File: config.mk
export PLATFORM = sky130hd
export DESIGN_NAME = phy_mgmt_serial_port
export DESIGN_NICKNAME = d
export VERILOG_FILES = /design/src/phy_mgmt_pkg.sv /design/src/phy_mgmt_serial_port.sv
export SDC_FILE = /design/constraint.sdc
export NUM_CORES = 1
export LEC_CHECK = 0
export ABC_AREA = 1
export BUFFER_PORTS_ARGS = -buffer_cell sky130_fd_sc_hd__buf_4
export CAP_MARGIN = 20
export CELL_PAD_IN_SITES_DETAIL_PLACEMENT = 1
export CELL_PAD_IN_SITES_GLOBAL_PLACEMENT = 1
export CORE_MARGIN = 2
export CORE_UTILIZATION = 48
export DETAILED_ROUTE_END_ITERATION = 8
export PLACE_DENSITY_LB_ADDON = 0.1
export SLEW_MARGIN = 25
export SYNTH_ARGS = -nofsm -noshare
export SYNTH_HDL_FRONTEND = slang
export SYNTH_SLANG_ARGS = --single-unit
export TNS_END_PERCENT = 30
File: constraint.sdc
create_clock -name mclk -period 9 [get_ports mclk]
set_input_delay 0.9 -clock mclk [delete_from_list [all_inputs] [get_ports mclk]]
set_output_delay 0.9 -clock mclk [all_outputs]
set_load 0.05 [all_outputs]
File: src/phy_mgmt_pkg.sv
/*
 * Shared constants for the management serial port: frame field codes,
 * register indexes, field positions, reset values and the frame state type.
 * Assumes a single clock domain at the block (mclk) with the management
 * clock arriving as a sampled pin.
 */
package phy_mgmt_pkg;
    // Frame layout
    localparam logic [5:0] PRE_MIN = 6'h20;
    localparam logic [4:0] HDR_LAST = 5'h0B;
    localparam logic [4:0] DATA_LAST = 5'h0F;
    localparam logic [1:0] OP_WRITE = 2'h1;
    localparam logic [1:0] OP_READ = 2'h2;
    // Register indexes within each channel
    localparam logic [4:0] REG_CTRL = 5'h00;
    localparam logic [4:0] REG_STAT = 5'h01;
    localparam logic [4:0] REG_IMASK = 5'h10;
    localparam logic [4:0] REG_ISTAT = 5'h11;
    // Field positions
    localparam int CTRL_FIBER_BIT = 0;
    localparam int STAT_LINK_BIT = 0;
    localparam int STAT_SD_BIT = 1;
    // Reset values
    localparam logic [15:0] CTRL_RST = 16'h0000;
    localparam logic [15:0] IMASK_RST = 16'h0000;
    localparam logic [1:0] ISTAT_RST = 2'h0;
    typedef enum {ST_IDLE, ST_START, ST_HDR, ST_TA, ST_RDATA, ST_WDATA} frame_state_t;
endpackage : phy_mgmt_pkg

File: src/phy_mgmt_serial_port.sv
/*
 * Management serial port of a multi-channel transceiver: a frame slave
 * on the management clock/data pins, per-channel control, status and
 * change-interrupt registers, and the maskable status interrupt pin.
 * Assumes the management clock and data and the signal-detect pins are
 * asynchronous to mclk; mclk must run well above four times the
 * management clock rate.
 */
// Overview of operation
// - Device drives read data synchronous to management clock
// - Management clock unrelated to data-path clocks
// - Interrupt pin high on any monitored status change whose mask bit is set
// - Signal-detect ignored on non-fiber channels
`timescale 1ns/1ps
module phy_mgmt_serial_port
    import phy_mgmt_pkg::*;
#(
    parameter int NUM_CH = 4,
    parameter logic [4:0] PHY_BASE = 5'h00
) (
    // Clock and reset
    input wire logic mclk,
    input wire logic sys_rst,
    // Management pins
    input wire logic mdc,
    input wire logic mdio_in,
    output logic mdio_out,
    output logic mdio_oe,
    // Channel status and fiber pins
    input wire logic [NUM_CH-1:0] link_up,
    input wire logic [NUM_CH-1:0] fiber_signal_detect,
    output logic [NUM_CH-1:0] fiber_mode,
    // Interrupt
    output logic mask_stat_int
);
    localparam int CHW = (NUM_CH > 1) ? $clog2(NUM_CH) : 1;

    logic [2:0] mdc_s_r;
    logic [2:0] mdio_s_r;
    logic mdc_lvl_r;
    frame_state_t state_r;
    logic [5:0] cnt_r;
    logic [11:0] hdr_r;
    logic [15:0] data_r;
    logic out_r;
    logic oe_r;
    logic int_r;
    logic [15:0] rd_word [NUM_CH];
    logic [1:0] pend [NUM_CH];
    logic [NUM_CH-1:0] hit_any;

    always_ff @(posedge mclk or posedge sys_rst) begin
        if (sys_rst) begin
            mdc_s_r <= 3'h0;
            mdio_s_r <= 3'h7;
            mdc_lvl_r <= 1'b0;
        end else begin
            mdc_s_r <= {mdc_s_r[1:0], mdc};
            mdio_s_r <= {mdio_s_r[1:0], mdio_in};
            if (mdc_s_r[1] == mdc_s_r[2]) begin
                mdc_lvl_r <= mdc_s_r[2];
            end
        end
    end

    wire mdc_rise = mdc_s_r[1] & mdc_s_r[2] & ~mdc_lvl_r;
    wire bit_in = mdio_s_r[2];
    wire [11:0] hdr_full = {hdr_r[10:0], bit_in};
    wire [1:0] op_f = hdr_full[11:10];
    wire [4:0] ch_off_f = hdr_full[9:5] - PHY_BASE;
    wire ch_ok_f = ch_off_f < 5'(NUM_CH);
    wire [CHW-1:0] ch_f = ch_off_f[CHW-1:0];
    wire [4:0] reg_f = hdr_full[4:0];
    wire hdr_done = mdc_rise && state_r == ST_HDR && cnt_r == {1'b0, HDR_LAST};
    wire rd_start = hdr_done && op_f == OP_READ && ch_ok_f;
    wire is_read = hdr_r[11:10] == OP_READ && (hdr_r[9:5] - PHY_BASE) < 5'(NUM_CH);
    wire is_write = hdr_r[11:10] == OP_WRITE && (hdr_r[9:5] - PHY_BASE) < 5'(NUM_CH);
    wire wr_go = mdc_rise && state_r == ST_WDATA && cnt_r == {1'b0, DATA_LAST};
    wire [15:0] wr_word = {data_r[14:0], bit_in};
    wire [4:0] wr_off = hdr_r[9:5] - PHY_BASE;
    wire [CHW-1:0] wr_ch = wr_off[CHW-1:0];
    wire [4:0] wr_reg = hdr_r[4:0];

    // Frame sequencer, advances only on management clock edges
    always_ff @(posedge mclk or posedge sys_rst) begin
        if (sys_rst) begin
            state_r <= ST_IDLE;
            cnt_r <= 6'h00;
            hdr_r <= 12'h000;
            data_r <= 16'h0000;
            out_r <= 1'b1;
            oe_r <= 1'b0;
        end else if (mdc_rise) begin
            unique case (state_r)
                ST_IDLE: begin
                    if (bit_in) begin
                        cnt_r <= (cnt_r < PRE_MIN) ? cnt_r + 6'h01 : cnt_r;
                    end else begin
                        state_r <= (cnt_r >= PRE_MIN) ? ST_START : ST_IDLE;
                        cnt_r <= 6'h00;
                    end
                end
                ST_START: begin
                    state_r <= bit_in ? ST_HDR : ST_IDLE;
                end
                ST_HDR: begin
                    hdr_r <= hdr_full;
                    cnt_r <= cnt_r + 6'h01;
                    if (cnt_r == {1'b0, HDR_LAST}) begin
                        state_r <= ST_TA;
                        cnt_r <= 6'h00;
                        data_r <= rd_start ? rd_word[ch_f] : 16'h0000;
                    end
                end
                ST_TA: begin
                    cnt_r <= 6'h01;
                    if (cnt_r == 6'h00) begin
                        // Drive turnaround zero on second bit
                        if (is_read) begin
                            oe_r <= 1'b1;
                            out_r <= 1'b0;
                        end
                    end else begin
                        cnt_r <= 6'h00;
                        if (is_read) begin
                            state_r <= ST_RDATA;
                            out_r <= data_r[15];
                            data_r <= {data_r[14:0], 1'b0};
                        end else begin
                            state_r <= is_write ? ST_WDATA : ST_IDLE;
                        end
                    end
                end
                ST_RDATA: begin
                    // Shift read data out per clock
                    if (cnt_r == {1'b0, DATA_LAST}) begin
                        oe_r <= 1'b0;
                        out_r <= 1'b1;
                        state_r <= ST_IDLE;
                        cnt_r <= 6'h00;
                    end else begin
                        out_r <= data_r[15];
                        data_r <= {data_r[14:0], 1'b0};
                        cnt_r <= cnt_r + 6'h01;
                    end
                end
                ST_WDATA: begin
                    data_r <= wr_word;
                    cnt_r <= cnt_r + 6'h01;
                    if (cnt_r == {1'b0, DATA_LAST}) begin
                        state_r <= ST_IDLE;
                        cnt_r <= 6'h00;
                    end
                end
            endcase
        end
    end

    assign mdio_out = out_r;
    assign mdio_oe = oe_r;

    genvar g;
    generate
        for (g = 0; g < NUM_CH; g++) begin : g_ch
            logic [2:0] sd_s_r;
            logic sd_lvl_r;
            logic [15:0] ctrl_r;
            logic [15:0] imask_r;
            logic [1:0] istat_r;
            logic [1:0] prev_r;
            wire sel_wr = wr_go && wr_ch == CHW'(g);
            wire rd_clr = rd_start && ch_f == CHW'(g) && reg_f == REG_ISTAT;
            wire sd_eff = sd_lvl_r & ctrl_r[CTRL_FIBER_BIT];
            wire [1:0] stat_now = {sd_eff, link_up[g]};
            // No detect event while copper, mode exit included
            wire [1:0] chg = (stat_now ^ prev_r) & {ctrl_r[CTRL_FIBER_BIT], 1'b1};
            always_ff @(posedge mclk or posedge sys_rst) begin
                if (sys_rst) begin
                    sd_s_r <= 3'h0;
                    sd_lvl_r <= 1'b0;
                    ctrl_r <= CTRL_RST;
                    imask_r <= IMASK_RST;
                    istat_r <= ISTAT_RST;
                    prev_r <= 2'h0;
                end else begin
                    sd_s_r <= {sd_s_r[1:0], fiber_signal_detect[g]};
                    if (sd_s_r[1] == sd_s_r[2]) begin
                        sd_lvl_r <= sd_s_r[2];
                    end
                    if (sel_wr && wr_reg == REG_CTRL) begin
                        ctrl_r <= wr_word;
                    end
                    if (sel_wr && wr_reg == REG_IMASK) begin
                        imask_r <= wr_word;
                    end
                    prev_r <= stat_now;
                    // Change sets sticky bit, set beats read clear
                    istat_r <= (istat_r & {2{~rd_clr}}) | chg;
                end
            end
            assign fiber_mode[g] = ctrl_r[CTRL_FIBER_BIT];
            assign pend[g] = istat_r & imask_r[1:0];
            assign hit_any[g] = |pend[g];
            assign rd_word[g] = (reg_f == REG_CTRL) ? ctrl_r :
                                (reg_f == REG_STAT) ? {14'h0000, stat_now} :
                                (reg_f == REG_IMASK) ? imask_r :
                                (reg_f == REG_ISTAT) ? {14'h0000, istat_r} : 16'h0000;

            property p_sd_ignored;
                @(posedge mclk) disable iff (sys_rst)
                !ctrl_r[CTRL_FIBER_BIT] |-> !stat_now[STAT_SD_BIT] && !istat_r[STAT_SD_BIT] ||
                    $past(ctrl_r[CTRL_FIBER_BIT]) || $past(istat_r[STAT_SD_BIT]);
            endproperty
            a_sd_ignored: assert property (p_sd_ignored) else $error("sd seen off fiber");
        end
    endgenerate

    always_ff @(posedge mclk or posedge sys_rst) begin
        if (sys_rst) begin
            int_r <= 1'b0;
        end else begin
            int_r <= |hit_any;
        end
    end
    assign mask_stat_int = int_r;

    property p_out_on_mdc;
        @(posedge mclk) disable iff (sys_rst)
        !$stable(mdio_out) || !$stable(mdio_oe) |-> $past(mdc_rise);
    endproperty
    a_out_on_mdc: assert property (p_out_on_mdc) else $error("mdio moved off edge");

    property p_state_on_mdc;
        @(posedge mclk) disable iff (sys_rst)
        !$stable(state_r) |-> $past(mdc_rise);
    endproperty
    a_state_on_mdc: assert property (p_state_on_mdc) else $error("state moved off edge");

    property p_irq;
        @(posedge mclk) disable iff (sys_rst)
        (|hit_any) |=> mask_stat_int ##0 ($past(|hit_any) == mask_stat_int);
    endproperty
    a_irq: assert property (p_irq) else $error("interrupt not raised");

    property p_ta_zero;
        @(posedge mclk) disable iff (sys_rst)
        $rose(mdio_oe) |-> !mdio_out && state_r == ST_TA ##1 mdio_oe [*3];
    endproperty
    a_ta_zero: assert property (p_ta_zero) else $error("bad turnaround");

    property p_oe_states;
        @(posedge mclk) disable iff (sys_rst)
        mdio_oe |-> state_r == ST_TA || state_r == ST_RDATA;
    endproperty
    a_oe_states: assert property (p_oe_states) else $error("drive outside read");
endmodule : phy_mgmt_serial_port

# Word level (Yosys, flattened, before mapping)

Index checks and enable logic that the tools add are counted.

Register bits after elaboration: 236
Latch bits: 0
Bits in writable memories: 0
Bits in read-only memories: 0
Bits of input ports: 12
Output and inout bits: 7
Word-level logic and storage cells: 202
Memories kept: 0

Add/subtract/negate cells: 1
Multiply operators: 0
Divide/modulo/power cells: 0
Magnitude comparators: 5
Equal/unequal tests: 36
Shifts and indexed selects: 0
Multiplexer cells: 49
Bitwise logic cells: 32
Reductions and logical operators: 45

Operators with widths:

| kind                                                                         | number |
|---|---|
| 16-bit two-way mux                                                           | 19 |
| 32-bit case mux with 5 select lines                                          | 1 |
| 32-bit two-way mux                                                           | 4 |
| 32-bit by 3-bit == test with 1-bit output, second input constant             | 3 |
| 32-bit by 2-bit == test with 1-bit output, second input constant             | 2 |
| 16-bit case mux with 4 select lines                                          | 1 |
| 16-bit binary-select mux with 2-bit select                                   | 1 |
| 32-bit by 1-bit == test with 1-bit output, second input constant             | 1 |
| 32-bit by 4-bit == test with 1-bit output, second input constant             | 1 |
| 32-bit logical NOT                                                           | 1 |
| 1-bit logical AND                                                            | 28 |
| 2-bit bitwise AND                                                            | 12 |
| 6-bit two-way mux                                                            | 4 |
| 6-bit case mux with 4 select lines                                           | 1 |
| 5-bit == test, second input constant                                         | 3 |
| 2-bit inequality test, second input constant                                 | 7 |
| 2-bit == test, second input constant                                         | 6 |
| 6-bit by 4-bit == test with 1-bit output, second input constant              | 2 |
| 5-bit logical NOT                                                            | 2 |
| 5-bit by 3-bit less-than comparator with 1-bit output, second input constant | 2 |
| 2-bit two-way mux                                                            | 5 |
| 5-bit AND reduction                                                          | 2 |
| 1-bit two-way mux                                                            | 9 |
| 2-bit bitwise OR                                                             | 4 |
| 24 further kinds                                                             | 47 |

# Longest topological paths before layout

Gate-level depths: netlist of run 1.

Depth after elaboration: 11
Mapped depth: 14
Depth with buffers taken out: 11

# Least setup slack after synthesis of run 1

OpenSTA, ideal clock, no wires.

Kind: reg2reg
Start point: register cnt_r[0]
End point: register g_ch[1].imask_r[0]
Library setup time: 0.133 ns
Data arrival time: 1.641 ns
Data required time: 8.867 ns
Slack: 7.225 ns
Cell stages (with the launch flop): 8
Buffers on the path: 1
Clock period less this slack: 1.775 ns
Cells stage by stage: dfrtp_1 -> ha_1 -> nand3_1 -> nor4_4 -> nand4_1 -> clkbuf_1 -> nand2_1 -> o21ai_0

Word-level cells in the longest chain between the ends: 4

RTL lines:

| element                                  | line                        | source |
|---|---|---|
| from (decl)                              | phy_mgmt_serial_port.sv:42  | `logic [5:0] cnt_r;` |
| from (signal assigned)                   | phy_mgmt_serial_port.sv:97  | `cnt_r <= (cnt_r < PRE_MIN) ? cnt_r + 6'h01 : cnt_r;` |
| from (signal assigned)                   | phy_mgmt_serial_port.sv:108 | `cnt_r <= cnt_r + 6'h01;` |
| from (signal assigned)                   | phy_mgmt_serial_port.sv:144 | `cnt_r <= cnt_r + 6'h01;` |
| 6-bit by 4-bit == test with 1-bit output | phy_mgmt_serial_port.sv:78  | `wire wr_go = mdc_rise && state_r == ST_WDATA && cnt_r == {1'b0, DATA_LAST};` |
| 1-bit logical AND                        | phy_mgmt_serial_port.sv:78  |  |
| 1-bit logical AND                        | phy_mgmt_serial_port.sv:171 | `wire sel_wr = wr_go && wr_ch == CHW'(g);` |
| 1-bit logical AND                        | phy_mgmt_serial_port.sv:193 | `if (sel_wr && wr_reg == REG_IMASK) begin` |
| to (signal assigned)                     | phy_mgmt_serial_port.sv:194 | `imask_r <= wr_word;` |
| to (decl)                                | phy_mgmt_serial_port.sv:168 | `logic [15:0] imask_r;` |

No other way between the ends.
A chain may end at the register's enable or synchronous reset.

# Final worst setup path of run 1

Start point: register mdc_s_r[1]
End point: register g_ch[2].istat_r[1]

Word-level cells in the longest chain between the ends: 11

RTL lines:

| element                        | line                        | source |
|---|---|---|
| from (decl)                    | phy_mgmt_serial_port.sv:38  | `logic [2:0] mdc_s_r;` |
| from (signal assigned)         | phy_mgmt_serial_port.sv:58  | `mdc_s_r <= {mdc_s_r[1:0], mdc};` |
| 1-bit bitwise AND (2 in a row) | phy_mgmt_serial_port.sv:66  | `wire mdc_rise = mdc_s_r[1] & mdc_s_r[2] & ~mdc_lvl_r;` |
| 1-bit logical AND (2 in a row) | phy_mgmt_serial_port.sv:74  | `wire hdr_done = mdc_rise && state_r == ST_HDR && cnt_r == {1'b0, HDR_LAST};` |
| 1-bit logical AND (2 in a row) | phy_mgmt_serial_port.sv:75  | `wire rd_start = hdr_done && op_f == OP_READ && ch_ok_f;` |
| 1-bit logical AND (2 in a row) | phy_mgmt_serial_port.sv:172 | `wire rd_clr = rd_start && ch_f == CHW'(g) && reg_f == REG_ISTAT;` |
| 1-bit inverter                 | phy_mgmt_serial_port.sv:198 | `istat_r <= (istat_r & {2{~rd_clr}}) \| chg;` |
| 2-bit bitwise AND              | phy_mgmt_serial_port.sv:198 |  |
| 2-bit bitwise OR               | phy_mgmt_serial_port.sv:198 |  |
| to (signal assigned)           | phy_mgmt_serial_port.sv:198 |  |
| to (decl)                      | phy_mgmt_serial_port.sv:169 | `logic [1:0] istat_r;` |

No other way between the ends.

==> flow_metrics.env, run 1 <==
export IMPL_hold_viol_final=0
export IMPL_p_per_area_nw_per_um2=187
export IMPL_worstMarginPinSlew_ns=0.899
export IMPL_path_class="flip-flop to flip-flop"
export IMPL_first_pass_iters=5
export IMPL_drc=0
export IMPL_cap_violations=0
export IMPL_post_cts_setup_buffers=0
export IMPL_synth_seq_area_share_pct=55.8
export IMPL_synth_warnings=0
export IMPL_crit_arrival_ns=3.54
export IMPL_clock_skew_ns=0.0129
export IMPL_layout_commonest_cell="nand2_1"
export IMPL_power_mw=1.93
export IMPL_dieHeight_um=143
export IMPL_htreeDepth=1
export IMPL_via_per_inst=5.45
export IMPL_timing_critical_path_mode_cell="nand2_1"
export IMPL_numCtsBuffers=23
export IMPL_rows=50
export IMPL_place_inst=1337
export IMPL_die_x_um=143
export IMPL_syn_nets=1117
export IMPL_rsz0062_at_grt="false"
export IMPL_clock_latency_ns=0.51
export IMPL_grt_pass1_vias=7838
export IMPL_grt_overflow=0
export IMPL_cp_slowest_cell="nor3_4"
export IMPL_gr_usage_all_layers_pct=25.7
export IMPL_drv_slew=0
export IMPL_max_stage_delay_ns=0.74
export IMPL_period_share_pct=35.2
export IMPL_ys_ff_latch=207
export IMPL_fin_cells=1377
export IMPL_ys_flop_type="dfrtp_1"
export IMPL_synth_edf_count=0
export IMPL_status="finished, final reports clean"
export IMPL_syn_area_per_cell_um2=8.44
export IMPL_post_dp_hpwl_um=15100
export IMPL_clkTransAtPathRegs_ns=0.06
export IMPL_worstHoldPathType="flip-flop to flip-flop"
export IMPL_diodes=0
export IMPL_end_kind="flip-flop"
export IMPL_syn_inst=1100
export IMPL_io_pins=19
export IMPL_path_cells="ha_1, nand2_1, nor2_2, nand2_1, nor3_4, nand2_1, o21ai_0, o21ai_0"
export IMPL_totalWireLength_um=24900
export IMPL_vdd_drop_max_mv=0.129
export IMPL_leakagePower_nw=4.49
export IMPL_syn_area_um2=9290
export IMPL_antenna_found_initial=0
export IMPL_path_buf_inv=0
export IMPL_critPathMaxFanout=22
export IMPL_syn2layout_area_growth_pct=11.0
export IMPL_ys_types=35
export IMPL_dieArea_um2=20500
export IMPL_cts_resized=0
export IMPL_core_area_um2=18800
export IMPL_port_buffers=18
export IMPL_grt_start_max_net_pins=107
export IMPL_mostFrequentLayoutCells="nand2_1, dfrtp_1, o21ai_0"
export IMPL_slew_headroom_pct=39.9
export IMPL_cts_tree="done"
export IMPL_period_needed_ns=3.16
export IMPL_num_vias=7504
export IMPL_crit_required_ns=9.38
export IMPL_clockBufferDepth=3
export IMPL_max_clock_freq_mhz=316
export IMPL_nNetsFinal=1119
export IMPL_grt_pass1_wl_um=41600
export IMPL_wl_per_cell_um=18.1
export IMPL_setup_violations=0
export IMPL_hold_buffers=0
export IMPL_cts_sinks=207
export IMPL_cts_root_buf="clkbuf_16"
export IMPL_gp_congestion=0.815
export IMPL_cp_start_kind="flip-flop"
export IMPL_drtIter0Drc=421
export IMPL_synthArstFlopShare_pct=100
export IMPL_antenna_left=0
export IMPL_layout_drive_gt1_share_pct=7.61
export IMPL_finalSetupTns_ns=0
export IMPL_cp_top_family="simple AND/OR/NAND/NOR gates"
export IMPL_start_util_pct=49.3
## worst register-to-register path, stage by stage, from the launching register on
cell	delay, ns
dfrtp_1	0.36
ha_1	0.15
nand2_1	0.18
nor2_2	0.64
nand2_1	0.22
nor3_4	0.74
nand2_1	0.38
o21ai_0	0.26
o21ai_0	0.11
## power by group
part | switching (mW) | total (mW) | internal [mW]
logic | 0.0472 | 0.0657 | 0.0185
clock network | 0.369 | 0.908 | 0.539
registers | 0.0110 | 0.956 | 0.945
total | 0.427 | 1.93 | 1.50
## per-stage QoR
step	setup slack, ns	area [um^2]	utilization (%)	hold slack (ns)
6_report	5.84	10300	54.7	0.353
5_1_grt	5.56	10300	54.7	0.356
4_1_cts	5.83	10300	54.7	0.356
3_5_place_dp	5.84	9590	50.9	0.339
3_3_place_gp	6.00	9590	50.9	0.334
2_1_floorplan	2.45	9290	-	0.331
## sequential cells by signal (all words and copies together) (netlist names)
name and count:
cnt_r 6, data_r 16, g_ch.ctrl_r 64, g_ch.imask_r 64
g_ch.istat_r 8, g_ch.prev_r 8, g_ch.sd_lvl_r 4, g_ch.sd_s_r 12
hdr_r 12, mask_stat_int 1, mdc_lvl_r 1, mdc_s_r 3
mdio_oe 1, mdio_out 1, mdio_s_r 3, state_r 3
## synth_stat cells (8+ instances only)
master	number	area, um^2
o21ai_0	147	736
o21ai_1	13	65.1
nand4_1	19	119
dfrtp_1	203	5080
inv_1	55	206
buf_2	19	95.1
clkbuf_1	25	93.8
nor2_1	65	244
or2_0	12	75.1
nand3_1	80	400
buf_4	8	60.1
a21oi_1	40	200
nand2_1	353	1330
o211ai_1	10	75.1
## logic make-up after synthesis
group	after synthesis	share of synthesized area, %
adders and majority gates	9	1.10
AOI/OAI and AO/OA	216	12.1
xor gates and xnor gates	7	0.660
buffers and inverters	114	5.43
DFF	207	55.8
and+or+nand+nor	547	24.9
## metal layers
metal / vias to the layer above / wire length, um / GRT usage, %
met2: 116 / 11800 / 42.0
met5: - / 0 / 0
met1: 3747 / 11700 / 36.8
met4: 0 / 483 / 5.99
met3: 36 / 881 / 3.19
li1: 3605 / - / -
## final cells by class
class,instances,area [um^2]
flip-flops and latches,207,5180
repair buffers,33,248
multi-input cells,779,3600
fillers,2260,8520
clock inverters,5,50.0
clock buffers,35,671
well taps,260,325
inverters,58,225
## worst paths after layout
kind	slack, ns	to	depth (start not counted)	from
max	5.84	g_ch[2].istat_r[1]	8	mdc_s_r[1]
min	0.35	g_ch[0].sd_s_r[1]	0	g_ch[0].sd_s_r[0]
max reg2reg	5.84	g_ch[2].istat_r[1]	8	mdc_s_r[1]
min reg2reg	0.35	g_ch[0].sd_s_r[1]	0	g_ch[0].sd_s_r[0]
max in group asynchronous	7.32	data_r[12]	3	sys_rst
min in group asynchronous	0.49	g_ch[3].sd_s_r[2]	2	sys_rst
No activity file was read; power rests on OpenSTA's default activity.
==> inputs of run 2 (changes only) <==
--- a/config.mk
+++ b/config.mk
@@ -11,7 +11,7 @@
 export CELL_PAD_IN_SITES_DETAIL_PLACEMENT = 1
 export CELL_PAD_IN_SITES_GLOBAL_PLACEMENT = 1
 export CORE_MARGIN = 2
-export CORE_UTILIZATION = 48
+export CORE_UTILIZATION = 43
 export DETAILED_ROUTE_END_ITERATION = 8
 export PLACE_DENSITY_LB_ADDON = 0.1
 export SLEW_MARGIN = 25
==> constraint.sdc (replaced) <==
create_clock -name mclk -period 2.6 [get_ports mclk]
set_input_delay 0.26 -clock mclk [delete_from_list [all_inputs] [get_ports mclk]]
set_output_delay 0.26 -clock mclk [all_outputs]
set_load 0.05 [all_outputs]
==> run 2 against run 1 <==
Critical path type unchanged; via count up 1.8%; largest cell class unchanged; setup slack worse by 5.5 ns; critical path depth is 1 lower.
==> flow_metrics.env, run 2 (synthesized netlist as in run 1, its figures left out) <==
export IMPL_rsz0062_at_grt="false"
export IMPL_dpl_cell_area_um2=9850
export IMPL_antenna_found_initial=0
export IMPL_period_needed_ns=2.25
export IMPL_path_class="flip-flop to flip-flop"
export IMPL_worstHoldPathType="flip-flop to flip-flop"
export IMPL_die_x_um=151
export IMPL_end_kind="flip-flop"
export IMPL_wl_per_cell_um=18.2
export IMPL_crit_arrival_ns=2.61
export IMPL_drc=0
export IMPL_status="finished, final reports clean"
export IMPL_antenna_left=0
export IMPL_cts_tree="done"
export IMPL_post_dp_hpwl_um=16600
export IMPL_reg2reg_depth=7
export IMPL_via_per_inst=5.36
export IMPL_cts_root_buf="clkbuf_16"
export IMPL_cap_violations=0
export IMPL_numCtsBuffers=23
export IMPL_mostFrequentLayoutCells="nand2_1, dfrtp_1, o21ai_0"
export IMPL_period_share_pct=86.5
export IMPL_dieArea_um2=22800
export IMPL_setup_violations=0
export IMPL_rows=53
export IMPL_drtIter0Drc=349
export IMPL_grt_start_max_net_pins=59
export IMPL_worstMarginPinSlew_ns=0.673
export IMPL_slew_headroom_pct=55.0
export IMPL_htreeDepth=1
export IMPL_place_ws_ns=0.387
export IMPL_hold_viol_final=0
export IMPL_post_cts_setup_buffers=0
export IMPL_first_pass_iters=5
export IMPL_totalWireLength_um=25900
export IMPL_start_util_pct=44.0
export IMPL_clock_latency_ns=0.51
export IMPL_clock_skew_ns=0.0127
export IMPL_cp_startpoint="cnt_r[0]"
export IMPL_layout_setup_ws_ns=0.351
export IMPL_min_from="g_ch[3].sd_s_r[0]"
export IMPL_io_pins=19
export IMPL_clkTransAtPathRegs_ns=0.06
export IMPL_nNetsFinal=1151
export IMPL_grt_pass1_wl_um=42900
export IMPL_crit_required_ns=2.96
export IMPL_diodes=0
export IMPL_drv_slew=0
export IMPL_port_buffers=18
export IMPL_hold_ws_ns=0.353
export IMPL_reg_top3="g_ch.ctrl_r x64, g_ch.imask_r x64, data_r x16"
export IMPL_gr_usage_all_layers_pct=24.0
export IMPL_max_clock_freq_mhz=445
export IMPL_syn2layout_area_growth_pct=15.2
export IMPL_fin_area_um2=10700
export IMPL_vdd_drop_max_mv=0.403
export IMPL_gp_congestion=0.801
export IMPL_leakagePower_nw=4.66
export IMPL_grt_pass1_vias=7950
export IMPL_core_area_um2=21100
export IMPL_num_vias=7637
export IMPL_critPathMaxFanout=28
export IMPL_cts_sinks=207
export IMPL_layout_drive_gt1_share_pct=9.40
export IMPL_layout_commonest_cell="nand2_1"
export IMPL_grt_overflow=0
export IMPL_dieHeight_um=151
export IMPL_clockBufferDepth=3
export IMPL_power_mw=6.82
export IMPL_worstReg2RegStart="cnt_r[0]"
export IMPL_cp_start_kind="flip-flop"
export IMPL_p_per_area_nw_per_um2=638
export IMPL_hold_path_depth=0
[run 2: area by class of cell]
cell class,instances,area [um^2]
clock buffer,32,649
clock inverter,8,95.1
fill,2501,10400
inverter,58,221
multi-input combinational,779,3600
sequential,207,5180
tap,275,344
timing repair buffer,65,603
[run 2: report_power, final]
part	total [mW]	switching [mW]	internal (mW)
sequential	3.31	0.0374	3.27
combinational	0.269	0.175	0.0935
clock	3.25	1.31	1.93
[run 2: worst paths after layout]
check,end,slack [ns]
min,g_ch[3].sd_s_r[1],0.35
max in group asynchronous,g_ch[0].imask_r[6],1.53
min reg2reg,g_ch[3].sd_s_r[1],0.35
max,g_ch[3].ctrl_r[9],0.35
max reg2reg,g_ch[3].ctrl_r[9],0.35
min in group asynchronous,g_ch[3].sd_lvl_r,0.37
[run 2: per-stage QoR]
step	TNS (ns)	instances	utilization, %
2_1_floorplan	-69.62	1100	-
3_3_place_gp	0	1373	46.7
3_5_place_dp	0	1373	46.7
4_1_cts	0	1424	50.7
5_1_grt	0	1424	50.7
6_report	0	1424	50.7
[run 2: critical path: stages (launching register included)]
cell	delay, ns
dfrtp_1	0.39
ha_1	0.23
nand3_1	0.21
nor4_4	0.53
nand4_1	0.24
buf_4	0.30
nand2_1	0.10
o21ai_0	0.09
[run 2: layer usage]
metal	vias to the layer above	GRT usage (%)	routed length (um)	share of wire (%)
li1	3671	-	-	-
met2	92	39.3	12100	47
met4	0	4.86	424	1.6
met1	3840	34.4	12600	49
met3	34	3.10	837	3.2
met5	-	0	0	0
[run 2: timing repair]
item                                   4_1_cts  5_1_grt
endpoints found under the hold margin       27        0
resized for setup                            0        0
hold buffers                                11        0
